===== src/rtl/gptu_pkg.sv =====
package gptu_pkg;

   // clock and count resolution
   localparam int CLK_PERIOD_NS = 8;
   localparam int COARSE_RES_NS = 400;
   localparam int FINE_RES_NS   = 200;
   localparam int COARSE_CYC    = COARSE_RES_NS / CLK_PERIOD_NS;
   localparam int FINE_CYC      = FINE_RES_NS / CLK_PERIOD_NS;
   localparam int CBASE_W       = $clog2(COARSE_CYC);
   localparam int FBASE_W       = $clog2(FINE_CYC);
   localparam int DIV_W         = 8;
   localparam int TIMER_W       = 16;
   localparam int NTIM          = 5;

   // timer slots
   localparam int TIM_AUXA  = 0;
   localparam int TIM_CORE  = 1;
   localparam int TIM_AUXB  = 2;
   localparam int TIM_FAUX  = 3;
   localparam int TIM_FCORE = 4;

   // register byte offsets
   localparam logic [7:0] OFS_CTRL   = 8'h00;
   localparam logic [7:0] OFS_CNT    = 8'h20;
   localparam logic [7:0] OFS_FINE_CAPTURE_RELOAD_REG = 8'h40;
   localparam logic [7:0] OFS_STATUS = 8'h44;
   localparam logic [5:0] IDX_CTRL   = OFS_CTRL[7:2];
   localparam logic [5:0] IDX_CNT    = OFS_CNT[7:2];
   localparam logic [5:0] IDX_FINE_CAPTURE_RELOAD_REG = OFS_FINE_CAPTURE_RELOAD_REG[7:2];
   localparam logic [5:0] IDX_STATUS = OFS_STATUS[7:2];

   // control word fields
   localparam int F_RUN   = 0;
   localparam int F_DIR   = 1;
   localparam int F_MODE  = 2;
   localparam int F_PRE   = 4;
   localparam int F_EDGE  = 7;
   localparam int F_GPOL  = 9;
   localparam int F_XDIR  = 10;
   localparam int F_TOUT  = 11;
   localparam int F_TSRC  = 12;
   localparam int F_CAPSEL = 13;
   localparam int F_TGLTR = 14;
   localparam int F_CLR   = 15;

   // mode field codes
   localparam logic [1:0] MODE_TIMER = 2'h0;
   localparam logic [1:0] MODE_GATED = 2'h1;
   localparam logic [1:0] MODE_COUNT = 2'h2;
   localparam logic [1:0] MODE_AUX   = 2'h3;

   // reset values
   localparam logic [15:0] CTRL_RST   = 16'h0000;
   localparam logic [15:0] FINE_CAPTURE_RELOAD_REG_RST = 16'h0000;
   localparam logic [9:0]  FLAGS_RST  = 10'h000;
   localparam logic [15:0] CNT_RST    = 16'h0000;

   // bus encodings
   localparam logic [2:0] HSIZE_WORD = 3'h2;
   localparam logic       HRESP_OKAY = 1'h0;

endpackage


===== src/rtl/gptu_timer.sv =====
`timescale 1ns/1ps

module gptu_timer #(
   parameter int W = gptu_pkg::TIMER_W
) (
   input  logic         hclk,
   input  logic         hresetn,
   input  logic         step,
   input  logic         up,
   input  logic         load,
   input  logic [W-1:0] load_val,
   output logic [W-1:0] count,
   output logic         wrap
);

   typedef struct packed {
      logic [W-1:0] count;
   } gptu_timer_state_t;

   gptu_timer_state_t s;
   gptu_timer_state_t next_s;

   // load wins over a step in the same cycle
   always_comb begin
      next_s = s;
      if (load) begin
         next_s.count = load_val;
      end else if (step) begin
         next_s.count = up ? s.count + 1'b1 : s.count - 1'b1;
      end
   end

   // wrap ignores load so a reload may ride on the wrap itself
   assign wrap  = step & (up ? (&s.count) : ~(|s.count));
   assign count = s.count;

   always_ff @(posedge hclk or negedge hresetn) begin
      if (!hresetn) begin
         s <= '0;
      end else begin
         s <= next_s;
      end
   end

endmodule // gptu_timer


===== src/rtl/gptu_top.sv =====
// Chosen here: the AHB-Lite register port and the register addresses.
`timescale 1ns/1ps

// Notes on behaviour
// - five 16-bit timers, coarse three, fine two
// - chaining only inside its own module
// - coarse timers: timer, gated or counter mode
// - timer mode counts prescaled system clock
// - counter mode counts edges on its pin
// - gated mode counts while gate pin active
// - one pin per coarse timer, gate or clock
// - coarse finest period 400 ns
// - software up/down per timer
// - core direction also driven by pin
// - core toggle latch flips on every wrap
// - core toggle to pin or aux clock
// - aux in capture/reload mode stops counting
// - aux captures core on pin edge
// - aux reloads core on pin or toggle
// - two aux reloads alternate, giving free PWM
// - fine finest period 200 ns
// - fine timers prescaled, independent up/down
// - fine toggle latch clocks aux or pin
// - fine core wrap clocks timebases, reloads
// - capture register takes fine aux on edge
// - optional clear of fine aux on capture
module gptu_top #(
   parameter int TW = gptu_pkg::TIMER_W
) (
   input  logic        hclk,
   input  logic        hresetn,
   input  logic        hsel,
   input  logic [31:0] haddr,
   input  logic [1:0]  htrans,
   input  logic        hwrite,
   input  logic [2:0]  hsize,
   input  logic [31:0] hwdata,
   input  logic        hready,
   output logic [31:0] hrdata,
   output logic        hreadyout,
   output logic        hresp,
   input  logic [2:0]  coarse_pin,
   input  logic        coarse_dir_pin,
   input  logic        fine_capture_pin,
   output logic        coarse_toggle_pin,
   output logic        fine_toggle_pin,
   output logic        compare_timebase_clk
);

   typedef struct packed {
      logic [2:0][15:0]              ctrl_c;
      logic [1:0][15:0]              ctrl_f;
      logic [TW-1:0]                 fine_capture_reload_reg;
      logic [9:0]                    flags;
      logic [2:0]                    cp_s1;
      logic [2:0]                    cp_s2;
      logic [2:0]                    cp_s3;
      logic                          dir_s1;
      logic                          dir_s2;
      logic                          fc_s1;
      logic                          fc_s2;
      logic                          fc_s3;
      logic [gptu_pkg::CBASE_W-1:0]  cbase;
      logic [gptu_pkg::FBASE_W-1:0]  fbase;
      logic [gptu_pkg::DIV_W-1:0]    cdiv;
      logic [gptu_pkg::DIV_W-1:0]    fdiv;
      logic                          ctgl;
      logic                          ftgl;
      logic                          ctgl_pin;
      logic                          ftgl_pin;
      logic                          cmp_clk;
      logic                          dphase;
      logic                          dwrite;
      logic [5:0]                    daddr;
   } gptu_state_t;

   gptu_state_t                      s;
   gptu_state_t                      next_s;
   logic [gptu_pkg::NTIM-1:0][15:0]  ctrl;
   logic [gptu_pkg::NTIM-1:0]        step;
   logic [gptu_pkg::NTIM-1:0]        up;
   logic [gptu_pkg::NTIM-1:0]        ld;
   logic [gptu_pkg::NTIM-1:0]        hw_ld;
   logic [gptu_pkg::NTIM-1:0]        bus_ld;
   logic [gptu_pkg::NTIM-1:0]        wrap;
   logic [gptu_pkg::NTIM-1:0][TW-1:0] cnt;
   logic [gptu_pkg::NTIM-1:0][TW-1:0] lval;
   logic [gptu_pkg::NTIM-1:0][TW-1:0] hw_lval;
   logic [2:0]                       pin_rise;
   logic [2:0]                       pin_fall;
   logic [2:0]                       cpre;
   logic [1:0]                       aux_step;
   logic [1:0]                       aux_cap;
   logic [1:0]                       aux_rel;
   logic                             ctick;
   logic                             ftick;
   logic                             ctgl_rise;
   logic                             ctgl_fall;
   logic                             ftgl_rise;
   logic                             ftgl_fall;
   logic                             core_step;
   logic                             core_load;
   logic [TW-1:0]                    core_lval;
   logic                             faux_step;
   logic                             fcore_step;
   logic                             fcap;
   logic                             faux_clr;
   logic                             fcore_rel;
   logic                             bus_wr;
   logic [9:0]                       ovf;
   logic [9:0]                       flag_clr;
   logic [31:0]                      rd;

   // divide-by-2^pre on top of the base tick
   function automatic logic pre_ok(input logic [gptu_pkg::DIV_W-1:0] div,
                                   input logic [2:0] pre);
      logic [gptu_pkg::DIV_W-1:0] m;
      m = ~({gptu_pkg::DIV_W{1'b1}} << pre);
      return (div & m) == m;
   endfunction

   function automatic logic edge_hit(input logic rise, input logic fall,
                                     input logic [1:0] sel);
      return (sel[0] & rise) | (sel[1] & fall);
   endfunction

   function automatic logic mode_step(input logic [15:0] c, input logic pre,
                                      input logic lvl, input logic trg);
      logic st;
      st = 1'b0;
      unique case (c[gptu_pkg::F_MODE+:2])
         gptu_pkg::MODE_TIMER: st = pre;
         gptu_pkg::MODE_GATED: st = pre & (lvl == c[gptu_pkg::F_GPOL]);
         gptu_pkg::MODE_COUNT: st = trg;
         gptu_pkg::MODE_AUX:   st = 1'b0;
      endcase
      return c[gptu_pkg::F_RUN] & st;
   endfunction

   assign ctrl = {s.ctrl_f, s.ctrl_c};

   // base ticks: every 50 cycles = 400 ns, every 25 = 200 ns
   assign ctick = (s.cbase == gptu_pkg::CBASE_W'(gptu_pkg::COARSE_CYC - 1));
   assign ftick = (s.fbase == gptu_pkg::FBASE_W'(gptu_pkg::FINE_CYC - 1));

   // only the third stage and second stage feed edge logic
   assign pin_rise = s.cp_s2 & ~s.cp_s3;
   assign pin_fall = ~s.cp_s2 & s.cp_s3;

   assign ctgl_rise = wrap[gptu_pkg::TIM_CORE] & ~s.ctgl;
   assign ctgl_fall = wrap[gptu_pkg::TIM_CORE] & s.ctgl;
   assign ftgl_rise = wrap[gptu_pkg::TIM_FCORE] & ~s.ftgl;
   assign ftgl_fall = wrap[gptu_pkg::TIM_FCORE] & s.ftgl;

   always_comb begin
      for (int i = 0; i < 3; i++) begin
         cpre[i] = ctick & pre_ok(s.cdiv, s.ctrl_c[i][gptu_pkg::F_PRE+:3]);
      end
   end

   // core counts its own pin only; the toggle source does not apply to it
   assign core_step = mode_step(s.ctrl_c[gptu_pkg::TIM_CORE], cpre[gptu_pkg::TIM_CORE],
                                s.cp_s2[gptu_pkg::TIM_CORE],
                                edge_hit(pin_rise[gptu_pkg::TIM_CORE],
                                         pin_fall[gptu_pkg::TIM_CORE],
                                         s.ctrl_c[gptu_pkg::TIM_CORE][gptu_pkg::F_EDGE+:2]));

   always_comb begin
      logic [15:0] c;
      logic        ev;
      logic        tev;
      logic        spec;
      int          i;
      c   = '0;
      ev  = 1'b0;
      tev = 1'b0;
      spec = 1'b0;
      i   = 0;
      for (int k = 0; k < 2; k++) begin
         i    = (k == 0) ? gptu_pkg::TIM_AUXA : gptu_pkg::TIM_AUXB;
         c    = s.ctrl_c[i];
         ev   = edge_hit(pin_rise[i], pin_fall[i], c[gptu_pkg::F_EDGE+:2]);
         tev  = edge_hit(ctgl_rise, ctgl_fall, c[gptu_pkg::F_EDGE+:2]);
         // gated pin level, counter pin edge or core toggle edge
         aux_step[k] = mode_step(c, cpre[i], s.cp_s2[i],
                                 c[gptu_pkg::F_TSRC] ? tev : ev);
         spec        = (c[gptu_pkg::F_MODE+:2] == gptu_pkg::MODE_AUX);
         aux_cap[k]  = spec & c[gptu_pkg::F_CAPSEL] & ev;
         aux_rel[k]  = spec & ~c[gptu_pkg::F_CAPSEL]
                       & (c[gptu_pkg::F_TGLTR] ? tev : ev);
      end
   end

   // rising toggle picks aux a, falling picks aux b: alternate high/low
   assign core_load = |aux_rel;
   assign core_lval = aux_rel[0] ? cnt[gptu_pkg::TIM_AUXA] : cnt[gptu_pkg::TIM_AUXB];

   // fine module: prescaled clock or own core toggle, never coarse signals
   assign fcore_step = ctrl[gptu_pkg::TIM_FCORE][gptu_pkg::F_RUN] & ftick
                       & pre_ok(s.fdiv, ctrl[gptu_pkg::TIM_FCORE][gptu_pkg::F_PRE+:3]);
   assign faux_step  = ctrl[gptu_pkg::TIM_FAUX][gptu_pkg::F_RUN]
                       & (ctrl[gptu_pkg::TIM_FAUX][gptu_pkg::F_TSRC]
                          ? edge_hit(ftgl_rise, ftgl_fall,
                                     ctrl[gptu_pkg::TIM_FAUX][gptu_pkg::F_EDGE+:2])
                          : ftick & pre_ok(s.fdiv,
                                           ctrl[gptu_pkg::TIM_FAUX][gptu_pkg::F_PRE+:3]));
   assign fcap       = ctrl[gptu_pkg::TIM_FCORE][gptu_pkg::F_CAPSEL]
                       & edge_hit(s.fc_s2 & ~s.fc_s3, ~s.fc_s2 & s.fc_s3,
                                  ctrl[gptu_pkg::TIM_FCORE][gptu_pkg::F_EDGE+:2]);
   assign faux_clr   = fcap & ctrl[gptu_pkg::TIM_FCORE][gptu_pkg::F_CLR];
   assign fcore_rel  = wrap[gptu_pkg::TIM_FCORE] & ctrl[gptu_pkg::TIM_FCORE][gptu_pkg::F_TGLTR];

   assign step = {fcore_step, faux_step, aux_step[1], core_step, aux_step[0]};
   assign hw_ld = {fcore_rel, faux_clr, aux_cap[1], core_load, aux_cap[0]};
   assign hw_lval = {s.fine_capture_reload_reg, gptu_pkg::CNT_RST, cnt[gptu_pkg::TIM_CORE],
                     core_lval, cnt[gptu_pkg::TIM_CORE]};

   assign bus_wr = s.dphase & s.dwrite;

   genvar g;
   generate
      for (g = 0; g < gptu_pkg::NTIM; g++) begin : g_tim
         // core direction pin xors the software direction
         if (g == gptu_pkg::TIM_CORE) begin : g_dir
            assign up[g] = ~(ctrl[g][gptu_pkg::F_DIR]
                             ^ (ctrl[g][gptu_pkg::F_XDIR] & s.dir_s2));
         end else begin : g_dir
            assign up[g] = ~ctrl[g][gptu_pkg::F_DIR];
         end
         // software write of the count beats a hardware load
         assign bus_ld[g] = bus_wr & (s.daddr == gptu_pkg::IDX_CNT + 6'(g));
         assign ld[g]     = bus_ld[g] | hw_ld[g];
         assign lval[g]   = bus_ld[g] ? hwdata[TW-1:0] : hw_lval[g];
         gptu_timer #(
            .W        (TW)
         ) u_tim (
            .hclk     (hclk),
            .hresetn  (hresetn),
            .step     (step[g]),
            .up       (up[g]),
            .load     (ld[g]),
            .load_val (lval[g]),
            .count    (cnt[g]),
            .wrap     (wrap[g])
         );
      end
   endgenerate

   assign ovf = {wrap & ~up, wrap & up};
   assign flag_clr = (bus_wr && s.daddr == gptu_pkg::IDX_STATUS) ? hwdata[9:0] : 10'h000;

   always_comb begin
      next_s = s;
      next_s.cp_s1  = coarse_pin;
      next_s.cp_s2  = s.cp_s1;
      next_s.cp_s3  = s.cp_s2;
      next_s.dir_s1 = coarse_dir_pin;
      next_s.dir_s2 = s.dir_s1;
      next_s.fc_s1  = fine_capture_pin;
      next_s.fc_s2  = s.fc_s1;
      next_s.fc_s3  = s.fc_s2;

      next_s.cbase = ctick ? '0 : s.cbase + 1'b1;
      next_s.fbase = ftick ? '0 : s.fbase + 1'b1;
      if (ctick) begin
         next_s.cdiv = s.cdiv + 1'b1;
      end
      if (ftick) begin
         next_s.fdiv = s.fdiv + 1'b1;
      end

      if (wrap[gptu_pkg::TIM_CORE]) begin
         next_s.ctgl = ~s.ctgl;
      end
      if (wrap[gptu_pkg::TIM_FCORE]) begin
         next_s.ftgl = ~s.ftgl;
      end
      next_s.ctgl_pin = next_s.ctgl & s.ctrl_c[gptu_pkg::TIM_CORE][gptu_pkg::F_TOUT];
      next_s.ftgl_pin = next_s.ftgl & s.ctrl_f[1][gptu_pkg::F_TOUT];
      next_s.cmp_clk  = wrap[gptu_pkg::TIM_FCORE];

      // set beats a same-cycle write-one clear
      next_s.flags = (s.flags & ~flag_clr) | ovf;

      for (int i = 0; i < 3; i++) begin
         if (bus_wr && s.daddr == gptu_pkg::IDX_CTRL + 6'(i)) begin
            next_s.ctrl_c[i] = hwdata[15:0];
         end
      end
      for (int i = 0; i < 2; i++) begin
         if (bus_wr && s.daddr == gptu_pkg::IDX_CTRL + 6'(i + 3)) begin
            next_s.ctrl_f[i] = hwdata[15:0];
         end
      end
      if (bus_wr && s.daddr == gptu_pkg::IDX_FINE_CAPTURE_RELOAD_REG) begin
         next_s.fine_capture_reload_reg = hwdata[TW-1:0];
      end
      // a capture is never lost to a software write
      if (fcap) begin
         next_s.fine_capture_reload_reg = cnt[gptu_pkg::TIM_FAUX];
      end

      // zero-wait slave: address phase always taken when hready
      next_s.dphase = hsel & hready & htrans[1];
      next_s.dwrite = hwrite & (hsize == gptu_pkg::HSIZE_WORD);
      next_s.daddr  = haddr[7:2];
   end

   // read mux uses registered address, so a read right after a write sees it
   always_comb begin
      rd = 32'h0000_0000;
      for (int i = 0; i < gptu_pkg::NTIM; i++) begin
         if (s.daddr == gptu_pkg::IDX_CTRL + 6'(i)) begin
            rd = {16'h0000, ctrl[i]};
         end
         if (s.daddr == gptu_pkg::IDX_CNT + 6'(i)) begin
            rd = {{(32 - TW){1'b0}}, cnt[i]};
         end
      end
      if (s.daddr == gptu_pkg::IDX_FINE_CAPTURE_RELOAD_REG) begin
         rd = {{(32 - TW){1'b0}}, s.fine_capture_reload_reg};
      end
      if (s.daddr == gptu_pkg::IDX_STATUS) begin
         rd = {22'h000000, s.flags};
      end
   end

   assign hrdata               = rd;
   assign hreadyout            = 1'b1;
   assign hresp                = gptu_pkg::HRESP_OKAY;
   assign coarse_toggle_pin    = s.ctgl_pin;
   assign fine_toggle_pin      = s.ftgl_pin;
   assign compare_timebase_clk = s.cmp_clk;

   always_ff @(posedge hclk or negedge hresetn) begin
      if (!hresetn) begin
         s        <= '0;
         s.ctrl_c <= {3{gptu_pkg::CTRL_RST}};
         s.ctrl_f <= {2{gptu_pkg::CTRL_RST}};
         s.fine_capture_reload_reg <= gptu_pkg::FINE_CAPTURE_RELOAD_REG_RST;
         s.flags  <= gptu_pkg::FLAGS_RST;
      end else begin
         s <= next_s;
      end
   end

endmodule // gptu_top


===== config.mk =====
export PLATFORM = sky130hd
export DESIGN_NAME = gptu_top
export DESIGN_NICKNAME = d
export VERILOG_FILES = /design/src/rtl/gptu_pkg.sv /design/src/rtl/gptu_timer.sv /design/src/rtl/gptu_top.sv
export SDC_FILE = /design/constraint.sdc
export NUM_CORES = 1
export LEC_CHECK = 0
export ABC_AREA = 1
export BUFFER_PORTS_ARGS = -buffer_cell sky130_fd_sc_hd__buf_2
export CAP_MARGIN = 15
export CORE_MARGIN = 5
export CORE_UTILIZATION = 50
export DETAILED_ROUTE_END_ITERATION = 6
export GPL_TIMING_DRIVEN = 0
export PLACE_DENSITY = 0.68
export SKIP_LAST_GASP = 1
export SLEW_MARGIN = 40
export SYNTH_ARGS = -nofsm -noshare
export SYNTH_HDL_FRONTEND = slang
export SYNTH_SLANG_ARGS = --single-unit
export TNS_END_PERCENT = 10

===== constraint.sdc =====
create_clock -name hclk -period 3.4 [get_ports hclk]
set_input_delay 0.17 -clock hclk [delete_from_list [all_inputs] [get_ports hclk]]
set_output_delay 0.17 -clock hclk [all_outputs]
set_load 0.05 [all_outputs]

==> results.sh <==
export IMPL_drv_slew=0
export IMPL_yosys_area_share_simple_pct=33.76
export IMPL_nFillCells=3410
export IMPL_core_area_sq_mm=0.03454
export IMPL_yosysMostFrequentCell="nand2_1"
export IMPL_fin_skew_ns=0.02541
export IMPL_overflow=0
export IMPL_wl_per_cell_um=20.79
export IMPL_cts_root_buf="clkbuf_16"
export IMPL_drive_gt1_share_pct=8.425
export IMPL_yosys_top_cells_area="dfrtp_1 34%, nand2_1 17%, o21ai_0 8.0%, nand3_1 6.8%, ha_1 5.7%"
export IMPL_crit_chain="nor2_4, nand2_1, nor2_1, inv_1, clkbuf_1, nor2_1, o21bai_1, nand4_1, nand2_1, nand4_1, buf_2"
export IMPL_cts_sinks=238
export IMPL_period_needed_ns=3.316
export IMPL_utilization_pct=57.19
export IMPL_synth_mux_area_share_pct=0
export IMPL_yosys_top_cells_count="781 x nand2_1, 280 x o21ai_0, 258 x inv_1"
export IMPL_antenna_found_initial=0
export IMPL_worst_pin_slew_ns=0.8118
export IMPL_initial_core_util_pct=50.65
export IMPL_cp_slowest_cell="dfrtp_1"
export IMPL_clock_latency_ns=0.57
export IMPL_ant_nets=0
export IMPL_power_density_mw_per_mm2=520.9
export IMPL_leakagePower_nw=9.992
export IMPL_synth_edf_count=0
export IMPL_antennaDiodeCount=0
export IMPL_area_delta_synth_final_pct=12.91
export IMPL_min_path_cells=5
export IMPL_cts_tree="done"
export IMPL_clk_pin_slew_ns=0.06
export IMPL_die_x_um=197.1
export IMPL_grt_pass1_vias=17480
export IMPL_ys_types=53
export IMPL_gp_congestion=1.013
export IMPL_r2r_cells=16
export IMPL_synth_compound_area_share_pct=14.85
export IMPL_synth_top_family_by_area="simple AND/OR/NAND/NOR gates"
export IMPL_dpl_cell_area_sq_mm=0.01849
export IMPL_setup_violations=0
export IMPL_dp_cells=3095
export IMPL_synth_top_area_share_pct=34.04
export IMPL_drt_iter0_drc=1996
export IMPL_worstPathRequired_ns=3.23
export IMPL_finalPower_mw=10.29
export IMPL_syn_area_sq_mm=0.01750
export IMPL_multi_input_area_sq_mm=0.01012
export IMPL_synth_ff_type="dfrtp_1"
export IMPL_r2r_setup_slack_ns=0.17
export IMPL_post_synth_top_area_cell="dfrtp_1"
export IMPL_fin_cells=3173
export IMPL_die_area_sq_mm=0.03883
export IMPL_die_height_um=197.1
export IMPL_grt_max_degree=77
export IMPL_io_buffers=54
export IMPL_hold_class="input port to flip-flop"
export IMPL_grt_pass1_wl_mm=101.9
export IMPL_slew_headroom_pct=45.88
export IMPL_yosysWarnings=0
export IMPL_dr_total_vias=18800
export IMPL_ys_seq_area_share_pct=34.04
export IMPL_cp_data_arrival_time_ns=3.15
export IMPL_firstDrtPassIters=6
export IMPL_postLayoutCellArea_sq_mm=0.01976
export IMPL_numCtsBuffers=28
export IMPL_status="complete, no violations"
export IMPL_finalWirelength_mm=65.97
export IMPL_dp_hpwl_mm=49.89
export IMPL_synth_fa_ha_area_share_pct=6.293
export IMPL_rsz0062_at_grt="yes"
export IMPL_fmax_mhz=301.6
export IMPL_async_flop_share_pct=100.0
export IMPL_cp_end_kind="output port"
export IMPL_hold_violations=0
export IMPL_via_per_inst=5.926
export IMPL_path_class="flip-flop to output port"
export IMPL_synth_cells=2567
export IMPL_ys_seq_elements=238
export IMPL_cp_max_fo=10
export IMPL_nets=2862
export IMPL_drc=0
export IMPL_fin_tns_setup_ns=0
export IMPL_cap_violations=0
export IMPL_cpPeakStageDelay_ns=0.43
export IMPL_rows=68
export IMPL_timing_final_crit_share_pct=97.53
export IMPL_ir_drop_v=0.0005774
export IMPL_clock_path_buffers=3
export IMPL_htree_levels=1
export IMPL_seq_area_sq_mm=0.005959
export IMPL_track_usage_pct=33.32
export IMPL_cp_start_kind="flip-flop"
export IMPL_synth_xor_area_share_pct=2.253
export IMPL_io_pins=116
export IMPL_synth_avg_cell_area_sq_um=6.816
==> per-stage QoR <==
step	worst slack [ns]	hold WS, ns
after floorplan	0.6472	-0.1256
after global placement	-2.149	0.2772
after detailed placement	-0.6945	0.08889
after CTS	0.007358	0.02579
after global routing	-0.01408	0.04617
final	0.08404	0.05066
==> placed cells by master, fill, tap and decap left out, drive strengths merged, types with 19 or more instances in the layout <==
cell type  count
ha            80
nor4          19
dfrtp        238
clkbuf        82
xnor2         19
nand4         80
xor2          26
inv          266
nand2        794
o21ai        299
buf          118
nand3        240
nor2         159
nor3          27
a21oi        133
==> report_power, final <==
| part | leakage, nW | switching (mW) | internal, mW |
|---|---|---|---|
| Combinational | 6.99 | 2.33 | 1.20 |
| Clock | 0.467 | 1.25 | 1.87 |
| Sequential | 2.53 | 0.550 | 3.09 |
==> final timing paths <==
kind | startpoint | to
worst max-delay path | s[4]$_DFF_PN0_ | hrdata[4]
worst min-delay path | hwdata[3] | g_tim[0].u_tim.count[3]$_DFFE_PN0P_
worst max register to register | ctrl[26]$_DFFE_PN0P_ | g_tim[1].u_tim.count[13]$_DFFE_PN0P_
worst min register to register | next_s[43]$_DFF_PN0_ | s[43]$_DFF_PN0_
max in group asynchronous | hresetn | ctrl[26]$_DFFE_PN0P_
min in group asynchronous | hresetn | g_tim[1].u_tim.count[6]$_DFFE_PN0P_
==> sequential cells by signal, summed over array words and instances (netlist names) <==
name	cells
compare_timebase_clk	1
hw_lval	16
g_tim.u_tim.count	80
fine_toggle_pin	1
coarse_toggle_pin	1
next_s	9
s	50
ctrl	80
==> layout make-up <==
class | instances | share of cell area [%]
clock inverter | 12 | 0.7346
timing repair buffer | 85 | 3.129
multi-input combinational | 1983 | 51.24
tap | 455 | 2.882
clock buffer | 38 | 4.047
buffer | 95 | 2.679
sequential | 238 | 30.16
inverter | 267 | 5.130
==> layer usage <==
metal	vias up	part of all wire [%]	global-route usage, %
met5	-	0	0
met4	0	4.5	11.97
met3	196	9.6	4.793
met2	957	42	49.96
met1	8874	44	49.28
li1	8777	-	-
==> timing repair <==
action	in CTS	in global routing
hold buffers	18	0
pin swaps	1	4
buffers inserted	3	7
resized for setup	7	12
setup endpoints to repair	68	62
hold endpoints to repair	177	0
==> worst max-delay path, delay by kind of cell, from the launching register on <==
| kind | cells | cell delay, ns |
|---|---|---|
| flip-flops | 1 | 0.43 |
| buffers and inverters | 3 | 0.58 |
| AO/OA/AOI/OAI | 1 | 0.24 |
| AND/OR/NAND/NOR | 7 | 1.31 |
==> logic make-up after synthesis <==
logic type,Yosys count
xor gates and xnor gates,45
adders and majority gates,85
and+or+nand+nor,1346
buffers and inverters,362
other,2
AOI/OAI and AO/OA,489
DFF,238
(Power assumes the default switching activity.)
